File: config.mk
export PLATFORM = sky130hd
export DESIGN_NAME = serial_rom_command_reader
export DESIGN_NICKNAME = d
export VERILOG_FILES = /design/src/core/serial_rom_pkg.sv /design/src/core/link_sampler.sv /design/src/core/serial_rom_command_reader.sv
export SDC_FILE = /design/constraint.sdc
export NUM_CORES = 1
export LEC_CHECK = 0
export ABC_AREA = 1
export BUFFER_PORTS_ARGS = -buffer_cell sky130_fd_sc_hd__buf_2
export CAP_MARGIN = 40
export CORE_MARGIN = 2
export CORE_UTILIZATION = 36
export DETAILED_ROUTE_END_ITERATION = 8
export SETUP_SLACK_MARGIN = 0.4
export SYNTH_ARGS = -nofsm -noshare
export SYNTH_HDL_FRONTEND = slang
export SYNTH_SLANG_ARGS = --single-unit
File: constraint.sdc
create_clock -name mclk -period 3.6 [get_ports mclk]
set_clock_uncertainty 0.15 [all_clocks]
set_input_delay 0.72 -clock mclk [delete_from_list [all_inputs] [get_ports mclk]]
set_output_delay 0.72 -clock mclk [all_outputs]
set_load 0.02 [all_outputs]
File: src/core/serial_rom_pkg.sv
/*
 * Shared constants and types of the serial ROM command front end.
 * Assumes nothing beyond a SystemVerilog compiler.
 */
package serial_rom_pkg;

   // ==========================================================
   // Opcodes
   localparam logic [7:0] OP_ARRAY_READ          = 8'h03;
   localparam logic [7:0] OP_ARRAY_READ_DUMMY    = 8'h0B;
   localparam logic [7:0] identification_fetch_cmd = 8'h9F;

   // ==========================================================
   // Frame shape
   localparam int         ADDR_BITS     = 23;
   localparam logic [1:0] ADDR_LAST_IDX = 2'h2;  // Index of address_byte_low
   localparam logic [1:0] ID_BYTES      = 2'h3;
   localparam logic [2:0] BIT_LAST      = 3'h7;
   localparam logic [2:0] BIT_FIRST     = 3'h0;

   // ==========================================================
   // Types
   typedef enum logic [2:0] {
      st_cmd,
      st_addr,
      st_dummy,
      st_data,
      st_ident,
      st_standby
   } phase_type;

   typedef struct packed {
      logic cs_n;
      logic sclk;
      logic si;
   } link_pins_type;

endpackage

File: src/core/link_sampler.sv
/*
 * Two-flop synchroniser with edge detection for a group of pins.
 * Assumes the pins are asynchronous to mclk and change slower than mclk.
 */
`timescale 1ns/1ns
module link_sampler #(
   parameter int W = 3
) (
   // Clock and reset
   input  wire logic         mclk,
   input  wire logic         rst,
   // Raw pins
   input  wire logic [W-1:0] raw,
   // Sampled level and edges
   output logic      [W-1:0] level,
   output logic      [W-1:0] rise,
   output logic      [W-1:0] fall
);

   logic [W-1:0] meta_q;
   logic [W-1:0] sync_q;
   logic [W-1:0] prev_q;

   // ==========================================================
   // Synchroniser chain; meta_q feeds only sync_q
   always_ff @(posedge mclk) begin
      if (rst) begin
         meta_q <= '1;
         sync_q <= '1;
         prev_q <= '1;
      end else begin
         meta_q <= raw;
         sync_q <= meta_q;
         prev_q <= sync_q;
      end
   end

   // Edge decode from settled stages
   assign level = sync_q;
   assign rise  = sync_q & ~prev_q;
   assign fall  = ~sync_q & prev_q;

endmodule

File: src/core/serial_rom_command_reader.sv
/*
 * Serial command front end of a byte-organised read-only memory.
 * Assumes a byte array on mclk answers array_addr with array_byte in one cycle,
 * and that the serial clock is well below mclk/4.
 */
// Contract
// - Opcode 03 plus three address bytes reads
// - Address 23 bits, high byte first, top ignored
// - Opcode 0B, address, dummy byte then data
// - Data streams while select stays low
// - Opcode 9F returns three identification bytes
// - First byte picks active or standby
// - Array read stays active until select high
// - Bad opcode: standby until select high
// - Output tri-stated during standby
// - Select high abandons command, enters standby; code returns phase to st_cmd, output tri-stated
// - Bad opcode enters standby next rising edge
// - Output changes on falling serial edge
// - Input sampled on rising serial edge
// - All bytes travel most significant bit first
// - First data bit at fall in bit0
`timescale 1ns/1ns
module serial_rom_command_reader #(
   parameter logic [7:0] ID_MAKER = 8'h5A,  // Arbitrary value
   parameter logic [7:0] ID_TYPE  = 8'h3C,  // Arbitrary value
   parameter logic [7:0] ID_SIZE  = 8'h01,  // Arbitrary value
   parameter int         ADDR_W   = serial_rom_pkg::ADDR_BITS
) (
   // Clock and reset
   input  wire logic              mclk,
   input  wire logic              rst,
   // Serial link pins
   input  wire logic              cs_n,
   input  wire logic              sclk,
   input  wire logic              si,
   output logic                   so_out,
   output logic                   so_oe_n,
   // Memory array port
   output logic      [ADDR_W-1:0] array_addr,
   input  wire logic [7:0]        array_byte
);

   serial_rom_pkg::link_pins_type pin_raw;
   serial_rom_pkg::link_pins_type pin_lvl;
   serial_rom_pkg::link_pins_type pin_rise;
   serial_rom_pkg::link_pins_type pin_fall;
   serial_rom_pkg::phase_type     phase_q;
   serial_rom_pkg::phase_type     phase_d;
   logic              fast_q;
   logic              fast_d;
   logic [7:0]        in_q;
   logic [2:0]        bit_cnt_q;
   logic [1:0]        byte_cnt_q;
   logic [ADDR_W-1:0] addr_q;
   logic [7:0]        out_sh_q;
   logic [2:0]        out_cnt_q;
   logic [1:0]        id_idx_q;
   logic              so_q;
   logic              oe_n_q;
   logic              first_due_q;

   // ==========================================================
   // Pin sampling
   assign pin_raw = '{cs_n: cs_n, sclk: sclk, si: si};

   link_sampler #(
      .W(3)
   ) u_sampler (
      .mclk  (mclk),
      .rst   (rst),
      .raw   (pin_raw),
      .level (pin_lvl),
      .rise  (pin_rise),
      .fall  (pin_fall)
   );

   // Edge events inside a selected frame
   wire       cs_high   = pin_lvl.cs_n;
   wire       take_bit  = pin_rise.sclk & ~cs_high;
   wire       take_fall = pin_fall.sclk & ~cs_high;
   wire [7:0] rx_byte   = {in_q[6:0], pin_lvl.si};
   wire       byte_done = take_bit & (bit_cnt_q == serial_rom_pkg::BIT_LAST);
   wire       in_data   = (phase_q == serial_rom_pkg::st_data);
   wire       in_ident  = (phase_q == serial_rom_pkg::st_ident);
   wire       id_end    = (id_idx_q == serial_rom_pkg::ID_BYTES);
   wire       byte_edge = take_fall & (out_cnt_q == serial_rom_pkg::BIT_FIRST);
   wire       load_byte = byte_edge & (in_data | (in_ident & ~id_end));
   wire       ident_fin = byte_edge & in_ident & id_end;

   // Identification byte selection
   wire [7:0] id_byte = (id_idx_q == 2'h0) ? ID_MAKER :
                        (id_idx_q == 2'h1) ? ID_TYPE : ID_SIZE;
   wire [7:0] src_byte = in_data ? array_byte : id_byte;

   assign array_addr = addr_q;
   assign so_out     = so_q;
   assign so_oe_n    = oe_n_q;

   // ==========================================================
   // Command phase sequencing
   always_comb begin
      phase_d = phase_q;
      fast_d  = fast_q;
      if (cs_high) begin
         phase_d = serial_rom_pkg::st_cmd;
      end else if (byte_done) begin
         unique case (phase_q)
            serial_rom_pkg::st_cmd: begin
               if (rx_byte == serial_rom_pkg::OP_ARRAY_READ) begin
                  phase_d = serial_rom_pkg::st_addr;
                  fast_d  = 1'b0;
               end else if (rx_byte == serial_rom_pkg::OP_ARRAY_READ_DUMMY) begin
                  phase_d = serial_rom_pkg::st_addr;
                  fast_d  = 1'b1;
               end else if (rx_byte == serial_rom_pkg::identification_fetch_cmd) begin
                  phase_d = serial_rom_pkg::st_ident;
               end else begin
                  phase_d = serial_rom_pkg::st_standby;
               end
            end
            serial_rom_pkg::st_addr: begin
               if (byte_cnt_q == serial_rom_pkg::ADDR_LAST_IDX) begin
                  phase_d = fast_q ? serial_rom_pkg::st_dummy : serial_rom_pkg::st_data;
               end
            end
            serial_rom_pkg::st_dummy: begin
               phase_d = serial_rom_pkg::st_data;
            end
            serial_rom_pkg::st_data,
            serial_rom_pkg::st_ident,
            serial_rom_pkg::st_standby: begin
               phase_d = phase_q;
            end
         endcase
      end else if (ident_fin) begin
         phase_d = serial_rom_pkg::st_standby;
      end
   end

   always_ff @(posedge mclk) begin
      if (rst) begin
         phase_q <= serial_rom_pkg::st_cmd;
         fast_q  <= 1'b0;
      end else begin
         phase_q <= phase_d;
         fast_q  <= fast_d;
      end
   end

   // ==========================================================
   // Input shifter and counters
   always_ff @(posedge mclk) begin
      if (rst || cs_high) begin
         in_q       <= 8'h00;
         bit_cnt_q  <= serial_rom_pkg::BIT_FIRST;
         byte_cnt_q <= 2'h0;
      end else if (take_bit) begin
         in_q       <= rx_byte;
         bit_cnt_q  <= bit_cnt_q + 3'h1;
         if (byte_done && phase_q == serial_rom_pkg::st_addr) begin
            byte_cnt_q <= byte_cnt_q + 2'h1;
         end
      end
   end

   // Address capture and post-increment
   always_ff @(posedge mclk) begin
      if (rst) begin
         addr_q <= '0;
      end else if (byte_done && phase_q == serial_rom_pkg::st_addr) begin
         addr_q <= ADDR_W'({addr_q, rx_byte});
      end else if (load_byte && in_data) begin
         addr_q <= addr_q + ADDR_W'(1);
      end
   end

   // ==========================================================
   // Output shifter, changes on serial falling edges and clears on deselect
   always_ff @(posedge mclk) begin
      if (rst || cs_high) begin
         out_sh_q  <= 8'h00;
         out_cnt_q <= serial_rom_pkg::BIT_FIRST;
         id_idx_q  <= 2'h0;
         so_q      <= 1'b0;
      end else if (load_byte) begin
         so_q      <= src_byte[7];
         out_sh_q  <= {src_byte[6:0], 1'b0};
         out_cnt_q <= out_cnt_q + 3'h1;
         id_idx_q  <= in_ident ? id_idx_q + 2'h1 : id_idx_q;
      end else if (take_fall && (in_data || in_ident) && !ident_fin) begin
         so_q      <= out_sh_q[7];
         out_sh_q  <= {out_sh_q[6:0], 1'b0};
         out_cnt_q <= out_cnt_q + 3'h1;
      end
   end

   // Output enable, low while driving
   always_ff @(posedge mclk) begin
      if (rst || cs_high || phase_q == serial_rom_pkg::st_standby) begin
         oe_n_q <= 1'b1;
      end else if (ident_fin) begin
         oe_n_q <= 1'b1;
      end else if (load_byte) begin
         oe_n_q <= 1'b0;
      end
   end

   // ==========================================================
   // Assertions

   // Marks the wait between entering data and the first serial fall
   always_ff @(posedge mclk) begin
      if (rst || cs_high || take_fall) begin
         first_due_q <= 1'b0;
      end else if (phase_d == serial_rom_pkg::st_data && !in_data) begin
         first_due_q <= 1'b1;
      end
   end

   a_standby_hiz: assert property (@(posedge mclk) disable iff (rst)
      phase_q == serial_rom_pkg::st_standby |=> so_oe_n)
      else $error("output driven in standby");

   a_deselect_abort: assert property (@(posedge mclk) disable iff (rst)
      cs_high |=> phase_q == serial_rom_pkg::st_cmd ##1 so_oe_n)
      else $error("deselect did not abandon command");

   a_bad_opcode: assert property (@(posedge mclk) disable iff (rst)
      byte_done && phase_q == serial_rom_pkg::st_cmd && rx_byte != serial_rom_pkg::OP_ARRAY_READ
      && rx_byte != serial_rom_pkg::OP_ARRAY_READ_DUMMY && rx_byte != serial_rom_pkg::identification_fetch_cmd
      |=> phase_q == serial_rom_pkg::st_standby)
      else $error("bad opcode not sent to standby");

   a_standby_stays: assert property (@(posedge mclk) disable iff (rst)
      phase_q == serial_rom_pkg::st_standby && !cs_high |=> phase_q == serial_rom_pkg::st_standby)
      else $error("standby left while selected");

   a_read_start: assert property (@(posedge mclk) disable iff (rst)
      byte_done && phase_q == serial_rom_pkg::st_cmd && rx_byte == serial_rom_pkg::OP_ARRAY_READ
      |=> phase_q == serial_rom_pkg::st_addr && !fast_q)
      else $error("plain read not started");

   a_fast_start: assert property (@(posedge mclk) disable iff (rst)
      byte_done && phase_q == serial_rom_pkg::st_addr && byte_cnt_q == serial_rom_pkg::ADDR_LAST_IDX
      && fast_q |=> phase_q == serial_rom_pkg::st_dummy)
      else $error("dummy byte skipped");

   a_active_holds: assert property (@(posedge mclk) disable iff (rst)
      in_data && !cs_high |=> in_data)
      else $error("array read left while selected");

   a_out_on_fall: assert property (@(posedge mclk) disable iff (rst)
      !$stable(so_q) && !$past(cs_high) |-> $past(take_fall))
      else $error("output changed off falling edge");

   a_addr_step: assert property (@(posedge mclk) disable iff (rst)
      load_byte && in_data |=> addr_q == $past(addr_q) + ADDR_W'(1))
      else $error("address not advanced");

   a_addr_low: assert property (@(posedge mclk) disable iff (rst)
      byte_done && phase_q == serial_rom_pkg::st_addr |=> addr_q[7:0] == $past(rx_byte))
      else $error("address byte not captured");

   a_first_bit: assert property (@(posedge mclk) disable iff (rst)
      first_due_q && take_fall |=> !so_oe_n && so_q == $past(array_byte[7]))
      else $error("first data bit not on first fall");

   c_plain_read: cover property (@(posedge mclk) disable iff (rst) in_data && !fast_q && load_byte);
   c_fast_read:  cover property (@(posedge mclk) disable iff (rst) in_data && fast_q && load_byte);
   c_ident_done: cover property (@(posedge mclk) disable iff (rst) ident_fin);
   c_bad_opcode: cover property (@(posedge mclk) disable iff (rst) phase_q == serial_rom_pkg::st_standby);

endmodule

==> impl_metrics.json <==
{
  "fmax_ghz": 0.475,
  "finalMaxSlewViolations": 0,
  "worstPathArrival_ps": 2200,
  "clockBufferDepth": 2,
  "nNetsFinal": 562,
  "dr.first_iter.drc_count": 182,
  "nFillCells": 973,
  "cp-start-kind": "flip-flop",
  "clk_pin_slew_ps": 70,
  "crit_required_ps": 3690,
  "cts.sinks": 60,
  "port_buffers": 37,
  "numCtsBuffers": 9,
  "antenna-diode-count": 0,
  "crit_type": "flip-flop to flip-flop",
  "pre_cts_ws_ps": 1510,
  "r2r_slack_ps": 1490,
  "syn2layout_area_growth_pct": 12.8,
  "ys_seq_area_share_pct": 35.8,
  "ys_ff_latch": 60,
  "worst_pin_slew_ps": 663,
  "status": "complete, no violations",
  "grt_use_total_pct": 17.8,
  "cpLargestDelayFamily": "simple AND/OR/NAND/NOR gates",
  "io_pins": 38,
  "maxCapViolCount": 0,
  "layout_setup_ws_ps": 1490,
  "syn_inst": 502,
  "clockRootBuffer": "clkbuf_8",
  "p_leak_uw": 0.00164,
  "grt_max_degree": 24,
  "crit_start": "u_sampler.level[2]",
  "path_cells": "inv_2, nand3_1, nor2_2, nand2_2, nand2_4, inv_2, nand2_1, nand3_1, nand2_1, inv_1",
  "drc": 0,
  "via_per_inst": 4.90,
  "irDropWorstVdd_v": 0.000186,
  "clk_latency_ps": 350,
  "ys_types": 37,
  "die_y_um": 101,
  "max_stage_delay_ps": 340,
  "cellPowerDensity_nw_per_um2": 328,
  "max_slew_margin_pct": 55.8,
  "die_area_sq_um": 10100,
  "vias": 3214,
  "timing.hold.ws_ps": 263,
  "drt.antenna.violating_nets": 0,
  "grt_first_pass_wirelength_um": 14200,
  "core-area_sq_um": 9150,
  "post_cts_buffers": 0,
  "post_cts_resized": 0,
  "rsz0062_at_grt": "false",
  "layout_min_cycle_time_ps": 2110,
  "final.period_utilization_pct": 58.5,
  "endpoint_kind": "flip-flop",
  "syn_area_per_cell_sq_um": 6.69,
  "cpMaxStageDelayCell": "dfxtp_1",
  "post_drt_wl_per_cell_um": 12.6,
  "grt_pass1_vias": 3020,
  "wirelength_um": 8250,
  "dieWidth_um": 101,
  "setup_viol": 0,
  "gp_congestion": 0.864,
  "path_max_fanout": 16,
  "syn-num-nets": 524,
  "hold_buffers": 0,
  "netlist_area_sq_um": 3360,
  "rows": 35,
  "firstDrtPassIters": 4,
  "cts_htree_levels": 3,
  "overflow": 0,
  "cts_tree": "done",
  "dpl.hpwl_um": 6020,
  "setup-tns-final_ps": 0,
  "finalHoldViolCount": 0,
  "drive_gt1_share_pct": 16.3,
  "r2r-start": "u_sampler.level[2]",
  "synth_warnings": 0,
  "hp-start": "u_sampler.meta_q[2]",
  "hp-class": "flip-flop to flip-flop",
  "antenna_found_initial": 0,
  "initial_core_util_pct": 36.7,
  "critPathBufInv": 3
}
## sequential cells by signal (all words and copies together) (netlist names)
name	cells
array_addr	23
in_q	7
out_sh_q	7
bit_cnt_q	3
out_cnt_q	3
phase_q	3
u_sampler.level	3
u_sampler.meta_q	3
byte_cnt_q	2
id_idx_q	2
fast_q	1
so_oe_n	1
so_out	1
u_sampler.prev_q	1
## cells in the mapped netlist, drive strengths merged
cell type	instances	area, sq um
nand2	143	554
inv	77	294
dfxtp	60	1200
a21oi	44	224
nor2	39	164
o21ai	34	174
nand3	32	195
ha	9	113
xor2	8	70.1
nand4	7	43.8
o211ai	7	57.6
or2	7	43.8
buf	6	57.5
o22ai	6	37.5
clkbuf	5	18.8
nand3b	5	37.5
clkinv	4	15.0
nor3	4	20.0
a31oi	1	6.26
and3	1	6.26
nor3b	1	7.51
o2111ai	1	8.76
o21a	1	7.51
## metrics by stage
| step | instances | power, uW | utilization (%) | instance area, sq um |
|---|---|---|---|---|
| 5_1_grt | 656 | 1290 | 41.4 | 3790 |
| 4_1_cts | 656 | 1260 | 41.4 | 3790 |
| 3_3_place_gp | 640 | 705 | 39.5 | 3610 |
| 3_5_place_dp | 640 | 706 | 39.5 | 3610 |
| 2_1_floorplan | 502 | 695 | - | 3360 |
| 6_report | 656 | 1240 | 41.4 | 3790 |
## cell usage in the layout (no fill, tap or decap), drive strengths merged, types with 8 or more instances in the layout
cell / count
nor2: 39
xor2: 8
nand2: 143
o21ai: 34
nand3: 32
clkbuf: 9
ha: 9
dfxtp: 60
buf: 38
inv: 79
a21oi: 44
## area by class of cell
type,count,area (sq um),area share (%)
clock inverter,7,51.3,1.35
clock buffer,9,124,3.27
multi-input combinational,350,1770,46.7
tap,111,139,3.67
inverter,81,309,8.16
timing repair buffer,38,193,5.09
sequential,60,1200,31.7
## logic make-up (layout without fill, tap and decap cells)
kind of cell    count (synthesis)  after routing  share of synthesized area (%)
simple gates                  239            239                           31.9
flops                          60             60                           35.8
fa+ha+maj                       9              9                           3.35
xor+xnor                        8              8                           2.09
compound gates                 94             94                           15.4
buf+inv                        92            135                           11.5
## final timing paths
check             cells after the start                  to
setup / recovery                     10      array_addr[21]
hold / removal                        1  u_sampler.level[2]
setup reg to reg                     10      array_addr[21]
hold reg to reg                       1  u_sampler.level[2]
## power breakdown
group / internal, uW / switching [uW] / leakage, uW
sequential: 667 / 1.70 / 0.000485
clock: 252 / 299 / 0.0000860
combinational: 8.40 / 13.4 / 0.00107
total: 928 / 314 / 0.00164
## per-layer routing
| metal | routed length, um | global-route usage, % | up-vias |
|---|---|---|---|
| met5 | 0 | 0 | - |
| met4 | 138 | 7.90 | 0 |
| met3 | 369 | 3.19 | 10 |
| met2 | 3650 | 27.6 | 63 |
| met1 | 4100 | 24.2 | 1458 |
| li1 | - | - | 1683 |
Power figures use the tool's default switching activity.
